## src/core/wdc_pkg.sv

```systemverilog
// -----------------------------------------------------------------------------
// Shared constants for the watchdog configuration port.
// -----------------------------------------------------------------------------
package wdc_pkg;

	// -------------------------------------------------------------------------
	// Host I/O port map.
	// -------------------------------------------------------------------------
	localparam logic [15:0] WDC_INDEX_PORT = 16'h002e; // Index (and unlock) port.
	localparam logic [15:0] WDC_DATA_PORT  = 16'h002f; // Data port, one above the index port.

	// -------------------------------------------------------------------------
	// Key bytes written to the index port.
	// -------------------------------------------------------------------------
	localparam logic [7:0] WDC_UNLOCK_BYTE = 8'h87; // Written twice to enter configuration mode.
	localparam logic [7:0] WDC_LOCK_BYTE   = 8'haa; // Written once to leave configuration mode.

	// -------------------------------------------------------------------------
	// Register indices and bank selection.
	// -------------------------------------------------------------------------
	localparam logic [7:0] WDC_IDX_LDN      = 8'h07; // Logical device select register.
	localparam logic [7:0] WDC_IDX_UNIT     = 8'hf5; // Watchdog unit control register.
	localparam logic [7:0] WDC_IDX_COUNT    = 8'hf6; // Watchdog timeout count register.
	localparam logic [7:0] WDC_LDN_WATCHDOG = 8'h08; // Logical device number of the watchdog bank.
	localparam int         WDC_UNIT_BIT     = 3;     // Set selects minutes, clear selects seconds.

	// -------------------------------------------------------------------------
	// Reset values.
	// -------------------------------------------------------------------------
	localparam logic [7:0] WDC_RST_LDN   = 8'h00; // Logical device select after reset.
	localparam logic [7:0] WDC_RST_UNIT  = 8'h00; // Seconds, after reset.
	localparam logic [7:0] WDC_RST_COUNT = 8'h00; // Countdown stopped after reset.
	localparam logic [7:0] WDC_RST_INDEX = 8'h00; // Latched index after reset.
	localparam logic [7:0] WDC_IDLE_READ = 8'hff; // Answer to a read that nothing claims.

	// -------------------------------------------------------------------------
	// Timing.
	// -------------------------------------------------------------------------
	localparam int unsigned WDC_CLK_HZ           = 20_000_000; // Core clock rate.
	localparam int unsigned WDC_UNIT_SECONDS     = 1;          // Base counting unit in seconds.
	localparam int unsigned WDC_SECONDS_PER_MIN  = 60;         // Seconds in the long counting unit.
	localparam int unsigned WDC_CYC_PER_SECOND   = WDC_UNIT_SECONDS * WDC_CLK_HZ; // Cycles in one second.

endpackage : wdc_pkg

```

## src/core/wdc_tick_if.sv

```systemverilog
`timescale 1ns/100ps
`default_nettype none
// -----------------------------------------------------------------------------
// Link between the register logic and the unit tick generator.
// -----------------------------------------------------------------------------
interface wdc_tick_if;
	logic restart;     // Restart the prescaler so the next unit is a full one.
	logic unitMinutes; // High counts minutes, low counts seconds.
	logic tick;        // One-cycle pulse at the end of each counting unit.

	// Register side drives the control and consumes the tick.
	modport ctrl (output restart, output unitMinutes, input tick);
	// Generator side consumes the control and drives the tick.
	modport gen (input restart, input unitMinutes, output tick);
endinterface : wdc_tick_if
`default_nettype wire

```

## src/core/wdc_tick_gen.sv

```systemverilog
`timescale 1ns/100ps
`default_nettype none
// -----------------------------------------------------------------------------
// Unit tick generator: one pulse per second or per minute.
// -----------------------------------------------------------------------------
module wdc_tick_gen import wdc_pkg::*; #(
	parameter int unsigned CYC_PER_UNIT = WDC_CYC_PER_SECOND
) (
	input  wire logic clk,
	input  wire logic nrst,
	wdc_tick_if.gen   link
);
	localparam int CW = $clog2(CYC_PER_UNIT);
	localparam logic [CW-1:0] CYC_LAST = CW'(CYC_PER_UNIT - 1);
	localparam logic [5:0]    SEC_LAST = 6'(WDC_SECONDS_PER_MIN - 1);

	// -------------------------------------------------------------------------
	// Elaboration check.
	// -------------------------------------------------------------------------
	if (CYC_PER_UNIT < 2) begin : g_badCyc
		$error("CYC_PER_UNIT must be at least 2");
	end

	logic [CW-1:0] cycCnt;  // Cycles within the current second.
	logic [5:0]    secCnt;  // Seconds within the current minute.
	logic          secWrap; // Last cycle of a second.

	assign secWrap = (cycCnt == CYC_LAST);

	// Cycle prescaler; a restart makes the following unit a whole one.
	always_ff @(posedge clk or negedge nrst) begin
		if (!nrst) begin
			cycCnt <= '0;
		end else if (link.restart || secWrap) begin
			cycCnt <= '0;
		end else begin
			cycCnt <= cycCnt + CW'(1);
		end
	end

	// Seconds counter, only of use in minute mode.
	always_ff @(posedge clk or negedge nrst) begin
		if (!nrst) begin
			secCnt <= '0;
		end else if (link.restart) begin
			secCnt <= '0;
		end else if (secWrap) begin
			secCnt <= (secCnt == SEC_LAST) ? 6'h00 : secCnt + 6'h01;
		end
	end

	// Tick pulse; suppressed on a restart so a fresh load never loses a unit.
	always_ff @(posedge clk or negedge nrst) begin
		if (!nrst) begin
			link.tick <= 1'b0;
		end else begin
			link.tick <= !link.restart && secWrap && (!link.unitMinutes || secCnt == SEC_LAST);
		end
	end

	// Ticks are never adjacent, as every unit spans at least two cycles.
	property p_tickSpaced;
		@(posedge clk) disable iff (!nrst) link.tick |=> !link.tick;
	endproperty
	a_tickSpaced: assert property (p_tickSpaced) else $error("Two ticks in a row");

endmodule : wdc_tick_gen
`default_nettype wire

```

## src/core/wdc_top.sv

```systemverilog
`timescale 1ns/100ps
`default_nettype none
// -----------------------------------------------------------------------------
// Watchdog behind an index/data configuration port pair.
// -----------------------------------------------------------------------------
module wdc_top import wdc_pkg::*; #(
	parameter int unsigned CYC_PER_UNIT = WDC_CYC_PER_SECOND
) (
	input  wire logic        clk,
	input  wire logic        nrst,
	input  wire logic [15:0] ioAddr,
	input  wire logic        ioWr,
	input  wire logic        ioRd,
	input  wire logic [7:0]  ioWrData,
	output var  logic [7:0]  ioRdData,
	output var  logic        ioRdValid,
	output var  logic        configActive,
	output var  logic        wdTimeout
);

	// -------------------------------------------------------------------------
	// Declarations.
	// -------------------------------------------------------------------------
	typedef enum logic [2:0] {
		ST_LOCKED = 3'b001, // Normal operation, watching for the unlock pair.
		ST_HALF   = 3'b010, // One unlock byte seen.
		ST_CONFIG = 3'b100  // Configuration mode.
	} wdc_state_e;

	wdc_state_e state;      // Unlock state.
	wdc_state_e next_state; // Unlock state for the next cycle.
	logic [7:0] regIndex;   // Latched register index.
	logic [7:0] ldnSel;     // Logical device select register.
	logic [7:0] unitCtl;    // Watchdog unit control register.
	logic [7:0] count;      // Remaining watchdog count.
	logic       idxHit;     // Access addresses the index port.
	logic       dataHit;    // Access addresses the data port.
	logic       idxWr;      // Write to the index port.
	logic       dataWr;     // Write to the data port.
	logic       cfg;        // Configuration mode is active.
	logic       wrLdn;      // Data write to the logical device select.
	logic       wrUnit;     // Data write to the unit control register.
	logic       wrCount;    // Data write to the timeout count register.

	wdc_tick_if tickIf ();

	// Decode of a watchdog bank register, shared by writes and reads.
	function automatic logic wdBankHit(input logic [7:0] idx, input logic [7:0] ldn,
			input logic [7:0] target);
		wdBankHit = (ldn == WDC_LDN_WATCHDOG) && (idx == target);
	endfunction : wdBankHit

	// -------------------------------------------------------------------------
	// Port decode.
	// -------------------------------------------------------------------------
	assign idxHit  = (ioAddr == WDC_INDEX_PORT);
	assign dataHit = (ioAddr == WDC_DATA_PORT);
	assign idxWr   = ioWr && idxHit;
	assign dataWr  = ioWr && dataHit;
	assign cfg     = (state == ST_CONFIG);
	// Register writes only act in configuration mode, so a locked device ignores them.
	assign wrLdn   = cfg && dataWr && (regIndex == WDC_IDX_LDN);
	assign wrUnit  = cfg && dataWr && wdBankHit(regIndex, ldnSel, WDC_IDX_UNIT);
	assign wrCount = cfg && dataWr && wdBankHit(regIndex, ldnSel, WDC_IDX_COUNT);

	// -------------------------------------------------------------------------
	// Unlock and lock sequencing.
	// -------------------------------------------------------------------------
	// Any access to either port other than a second unlock byte breaks the pair,
	// so the two unlock writes must truly follow one another.
	always_comb begin
		next_state = state;
		unique case (state)
			ST_LOCKED: begin
				if (idxWr && ioWrData == WDC_UNLOCK_BYTE) begin
					next_state = ST_HALF;
				end
			end
			ST_HALF: begin
				if (idxWr && ioWrData == WDC_UNLOCK_BYTE) begin
					next_state = ST_CONFIG;
				end else if ((ioWr || ioRd) && (idxHit || dataHit)) begin
					next_state = ST_LOCKED;
				end
			end
			ST_CONFIG: begin
				if (idxWr && ioWrData == WDC_LOCK_BYTE) begin
					next_state = ST_LOCKED;
				end
			end
		endcase
	end

	// State register and its visible copy.
	always_ff @(posedge clk or negedge nrst) begin
		if (!nrst) begin
			state        <= ST_LOCKED;
			configActive <= 1'b0;
		end else begin
			state        <= next_state;
			configActive <= (next_state == ST_CONFIG);
		end
	end

	// -------------------------------------------------------------------------
	// Configuration registers.
	// -------------------------------------------------------------------------
	// Index latch; the lock byte is a command and is not kept as an index.
	always_ff @(posedge clk or negedge nrst) begin
		if (!nrst) begin
			regIndex <= WDC_RST_INDEX;
		end else if (cfg && idxWr && ioWrData != WDC_LOCK_BYTE) begin
			regIndex <= ioWrData;
		end
	end

	// Logical device select steers which bank later indices reach.
	always_ff @(posedge clk or negedge nrst) begin
		if (!nrst) begin
			ldnSel <= WDC_RST_LDN;
		end else if (wrLdn) begin
			ldnSel <= ioWrData;
		end
	end

	// Unit control; all bits are kept so a read-modify-write returns them.
	always_ff @(posedge clk or negedge nrst) begin
		if (!nrst) begin
			unitCtl <= WDC_RST_UNIT;
		end else if (wrUnit) begin
			unitCtl <= ioWrData;
		end
	end

	// -------------------------------------------------------------------------
	// Watchdog countdown.
	// -------------------------------------------------------------------------
	assign tickIf.unitMinutes = unitCtl[WDC_UNIT_BIT];
	// A new count or a new unit restarts the prescaler, giving full units.
	assign tickIf.restart     = wrCount || wrUnit;

	wdc_tick_gen #(
		.CYC_PER_UNIT (CYC_PER_UNIT)
	) u_tick (
		.clk  (clk),
		.nrst (nrst),
		.link (tickIf)
	);

	// A load wins over a tick; a zero count never moves, which stops the timer.
	always_ff @(posedge clk or negedge nrst) begin
		if (!nrst) begin
			count <= WDC_RST_COUNT;
		end else if (wrCount) begin
			count <= ioWrData;
		end else if (tickIf.tick && count != 8'h00) begin
			count <= count - 8'h01;
		end
	end

	// Timeout holds until software loads a new count, so the reset is not missed.
	always_ff @(posedge clk or negedge nrst) begin
		if (!nrst) begin
			wdTimeout <= 1'b0;
		end else if (wrCount) begin
			wdTimeout <= 1'b0;
		end else if (tickIf.tick && count == 8'h01) begin
			wdTimeout <= 1'b1;
		end
	end

	// -------------------------------------------------------------------------
	// Read path.
	// -------------------------------------------------------------------------
	// Reads answer one cycle later; a locked device returns the idle value.
	always_ff @(posedge clk or negedge nrst) begin
		if (!nrst) begin
			ioRdData  <= WDC_IDLE_READ;
			ioRdValid <= 1'b0;
		end else begin
			ioRdValid <= ioRd && (idxHit || dataHit);
			if (!(ioRd && cfg)) begin
				ioRdData <= WDC_IDLE_READ;
			end else if (idxHit) begin
				ioRdData <= regIndex;
			end else if (regIndex == WDC_IDX_LDN) begin
				ioRdData <= ldnSel;
			end else if (wdBankHit(regIndex, ldnSel, WDC_IDX_UNIT)) begin
				ioRdData <= unitCtl;
			end else if (wdBankHit(regIndex, ldnSel, WDC_IDX_COUNT)) begin
				ioRdData <= count;
			end else begin
				ioRdData <= WDC_IDLE_READ;
			end
		end
	end

	// -------------------------------------------------------------------------
	// Assertions.
	// -------------------------------------------------------------------------
	property p_idxLatch;
		@(posedge clk) disable iff (!nrst)
		cfg && idxWr && ioWrData != WDC_LOCK_BYTE |=> regIndex == $past(ioWrData);
	endproperty
	a_idxLatch: assert property (p_idxLatch) else $error("Index not latched");

	property p_unlock;
		@(posedge clk) disable iff (!nrst)
		(state == ST_LOCKED && idxWr && ioWrData == WDC_UNLOCK_BYTE)
		##1 (idxWr && ioWrData == WDC_UNLOCK_BYTE) |=> configActive;
	endproperty
	a_unlock: assert property (p_unlock) else $error("Unlock pair did not enter configuration");

	property p_lock;
		@(posedge clk) disable iff (!nrst)
		cfg && idxWr && ioWrData == WDC_LOCK_BYTE |=> !configActive [*2];
	endproperty
	a_lock: assert property (p_lock) else $error("Lock byte did not leave configuration");

	property p_ldn;
		@(posedge clk) disable iff (!nrst)
		cfg && dataWr && regIndex == WDC_IDX_LDN |=> ldnSel == $past(ioWrData);
	endproperty
	a_ldn: assert property (p_ldn) else $error("Device select not written");

	property p_bank;
		@(posedge clk) disable iff (!nrst)
		dataWr && ldnSel != WDC_LDN_WATCHDOG && !tickIf.tick |=> count == $past(count);
	endproperty
	a_bank: assert property (p_bank) else $error("Count written outside the watchdog bank");

	property p_unitRead;
		@(posedge clk) disable iff (!nrst)
		cfg && ioRd && dataHit && wdBankHit(regIndex, ldnSel, WDC_IDX_UNIT)
		|=> ioRdValid && ioRdData == $past(unitCtl);
	endproperty
	a_unitRead: assert property (p_unitRead) else $error("Unit register read wrong");

	property p_load;
		@(posedge clk) disable iff (!nrst)
		wrCount |=> count == $past(ioWrData) && !wdTimeout;
	endproperty
	a_load: assert property (p_load) else $error("Count not loaded");

	property p_decrement;
		@(posedge clk) disable iff (!nrst)
		tickIf.tick && count > 8'h01 && !wrCount |=> count == $past(count) - 8'h01;
	endproperty
	a_decrement: assert property (p_decrement) else $error("Count did not step");

	property p_expire;
		@(posedge clk) disable iff (!nrst)
		tickIf.tick && count == 8'h01 && !wrCount |=> wdTimeout && count == 8'h00;
	endproperty
	a_expire: assert property (p_expire) else $error("Timeout not raised");

	property p_ignore;
		@(posedge clk) disable iff (!nrst)
		state == ST_HALF && (ioWr || ioRd) && (idxHit || dataHit)
		&& !(idxWr && ioWrData == WDC_UNLOCK_BYTE) |=> !configActive && state == ST_LOCKED;
	endproperty
	a_ignore: assert property (p_ignore) else $error("Broken unlock pair accepted");

endmodule : wdc_top
`default_nettype wire

```

## config.mk

```make
export PLATFORM = sky130hd
export DESIGN_NAME = wdc_top
export DESIGN_NICKNAME = d
export VERILOG_FILES = /design/src/core/wdc_pkg.sv /design/src/core/wdc_tick_if.sv /design/src/core/wdc_tick_gen.sv /design/src/core/wdc_top.sv
export SDC_FILE = /design/constraint.sdc
export NUM_CORES = 1
export LEC_CHECK = 0
export ABC_AREA = 1
export BUFFER_PORTS_ARGS = -buffer_cell sky130_fd_sc_hd__buf_2
export CELL_PAD_IN_SITES_DETAIL_PLACEMENT = 0
export CELL_PAD_IN_SITES_GLOBAL_PLACEMENT = 1
export CORE_MARGIN = 4
export CORE_UTILIZATION = 47
export DETAILED_ROUTE_END_ITERATION = 7
export PLACE_DENSITY = 0.95
export REMOVE_ABC_BUFFERS = 1
export SLEW_MARGIN = 20
export SYNTH_ARGS = -nofsm -noshare
export SYNTH_HDL_FRONTEND = slang
export SYNTH_SLANG_ARGS = --single-unit
export TNS_END_PERCENT = 10
```

## constraint.sdc

```tcl
create_clock -name clk -period 5.9 [get_ports clk]
set_clock_uncertainty 0.2 [all_clocks]
set_input_delay 1.18 -clock clk [delete_from_list [all_inputs] [get_ports clk]]
set_output_delay 1.18 -clock clk [all_outputs]
set_load 0.01 [all_outputs]
```

==> flow_summary.yaml <==
clocking:
  cts_tree: "done"
  cts_buffers: 9
  ctsHoldBuffers: 0
  ctsRootBufferMaster: "clkbuf_8"
  post-cts-setup-buffers: 0
  cts-htree-levels: 3
  clkTransAtPathRegs_ps: 80
  cts.sinks: 78
  clk_latency_ps: 350
  clockBufferDepth: 2
  cts_resized: 0
synth:
  syn_area_mm2: 0.00454
  ys_types: 30
  synth_compound_area_share_pct: 5.45
  yosys.area.top_type: "dfrtp_1"
  muxShareOfSynthArea_pct: 0
  async_reset_ff_share_pct: 100
  yosys_register_bits: 78
  syn_area_per_cell_um2: 7.42
  syn_inst: 612
  synth_top_family_by_area: "simple AND/OR/NAND/NOR gates"
  synth_warnings: 0
  synthAdderAreaFrac_pct: 1.38
  synthSimpleGateAreaFrac_pct: 36.0
  synth_top_cell_area_share_pct: 38.0
  synth_ff_type: "dfrtp_1"
  synth.area.top_cells: "dfrtp_1, nand2_1, nor2_1"
  synthXorXnorAreaFrac_pct: 4.82
  seq_area_frac_synth_pct: 43.2
  synth_edf_count: 0
cells_and_area:
  antenna_cells: 0
  final_util_pct: 54.0
  syn_to_final_growth_pct: 11.0
  seqCellArea_mm2: 0.00196
  final_cell_mix: "nand2_1, nor2_1, inv_1, dfrtp_1, nand3_1"
  finalNonFillerCells: 784
  fill_cells: 903
  drive_above_1_share_pct: 13.7
  nets: 684
  final_common_cell: "nand2_1"
  multi_input_area_mm2: 0.00216
critical_path:
  reg2regPathDepth: 8
  arrival_ps: 2540
  cp.required_ps: 5930
  setup.worst_path.end_class: "flop"
  timing.rr.start: "u_tick.cycCnt[0]"
  startpoint_type: "input pin"
  reg2reg_to: "u_tick.cycCnt[5]"
  critPathMaxFanout: 24
  r2r_setup_slack_ps: 3640
  crit_type: "input pin to flop"
drt:
  routedWlPerCell_um: 13.3
  route.detailed.drc: 0
  ant_nets: 0
  dr.pass1.iters: 5
  num_vias: 3990
  wirelength_um: 10400
  drt-vias-per-instance: 5.09
  initialDrtViolationCount: 242
timing:
  final.min_clock_period_ps: 2510
  setup_tns_ps: 0
  final-hold-violation-count: 0
  relSlewSlack_pct: 46.2
  slew_violations: 0
  finalCritPeriodShare_pct: 42.6
  setup_viol: 0
  worstMarginPinSlew_ps: 800
  fmax_mhz: 398
  rsz0062_at_grt: "false"
  fin_hold_ws_ps: 287
min_path:
  worstHoldEndpoint: "unitCtl[3]"
  hold_path.class: "flop to flop"
  hold_path_depth: 2
  hold_start: "unitCtl[3]"
floorplan:
  die_h_um: 106
  die_area_mm2: 0.0113
  rows: 35
  start_util_pct: 48.7
  die_w_um: 106
  io_pins: 39
  core_area_mm2: 0.00933
place:
  dp_hpwl_um: 7730
  port_buffers: 38
  dp_cells: 769
  gp_congestion: 0.876
global_routing:
  antenna_found_initial: 0
  grt_max_degree: 79
  grt_pass1_wl_um: 17600
  grt.total_usage_pct: 19.3
  grt_pass1_vias: 3651
  grt_overflow_total: 0
power_and_ir_drop:
  fin_total_pwr_w: 0.00102
  powerDensity_mw_per_mm2: 202
  ir_drop_v: 0.000115
  p_leak_nw: 2.47
outcome:
  outcome: "complete, no violations"
run:
  maxCapViolCount: 0
worst max path at each step:
| stage | startpoint | endpoint | slack, ps | cells after the start |
|---|---|---|---|---|
| final | ioAddr[13] | u_tick.cycCnt[5] | 3390 | 9 |
| after CTS | ioAddr[13] | u_tick.cycCnt[5] | 3380 | 9 |
| after global routing | ioAddr[2] | u_tick.cycCnt[9] | 3220 | 10 |
| after global placement | ioAddr[15] | u_tick.cycCnt[0] | 3020 | 9 |
| after detailed placement | ioAddr[13] | u_tick.cycCnt[5] | 3010 | 9 |
| after floorplan | ioAddr[15] | u_tick.cycCnt[0] | 3370 | 8 |
sequential cells by signal (all words and copies together) (netlist names):
name              flops
regIndex              8
state                 3
ioRdData              8
u_tick.secCnt         6
u_tick.cycCnt        25
configActive          1
ioRdValid             1
unitCtl               8
wdTimeout             1
ldnSel                8
u_tick.link.tick      1
count                 8
critical path, stage by stage:
cell and delay (ps):
buf_2 90, nor2_1 90, nand2_1 90, nor2_4 130, nand2_1 130, nor2_4 230, nand2_4 230, nand3_2 290
nor2_1 70
synthesized netlist by cell type, types with 2 or more instances:
library cell	n
nand2_4	3
inv_1	87
xnor2_1	7
o21ai_2	9
nand3_2	2
nand2_2	3
nand4_1	22
nand3_1	57
nor3_1	10
buf_2	4
nor2_4	4
nor3_4	2
dfstp_2	9
o21ai_0	18
a21oi_1	9
nor2_2	2
buf_6	5
ha_1	5
nor4_1	3
xor2_1	18
o21ai_1	5
nand2_1	160
dfrtp_1	69
nand3b_1	3
nor2_1	91
per-stage QoR:
step	instance area, µm²	setup WS [ps]
after floorplan	4460	3370
after global placement	4820	3020
after detailed placement	4820	3010
after CTS	5040	3380
after global routing	5040	3220
final	5040	3390
layer usage:
| layer | GRT usage [%] | up-vias | routed length (µm) |
|---|---|---|---|
| met3 | 2.85 | 11 | 598 |
| met1 | 29.9 | 1847 | 5250 |
| met2 | 28.0 | 127 | 4460 |
| met4 | 5.55 | 0 | 117 |
| li1 | - | 2005 | - |
| met5 | 0 | - | 0 |
cell type report:
class | count | share of cell area, %
Clock buffer | 10 | 2.73
Clock inverter | 5 | 1.64
Inverter | 88 | 6.65
Multi-Input combinational cell | 436 | 42.9
Sequential cell | 78 | 38.9
Tap cell | 129 | 3.20
Timing Repair Buffer | 38 | 3.90
cell families after synthesis:
kind of cell	Yosys count
AND/OR/NAND/NOR	364
buffers and inverters	98
flip-flops	78
AO/OA/AOI/OAI	42
XOR/XNOR	25
adder cells (fa/ha/maj)	5
report_power, final:
part / internal [W] / total, W / switching [W]
sequential: 0.000534 / 0.000534 / 0.0000000000966
clock: 0.000249 / 0.000452 / 0.000203
combinational: 0.00000886 / 0.0000321 / 0.0000233
Power figures use the tool's default switching activity.
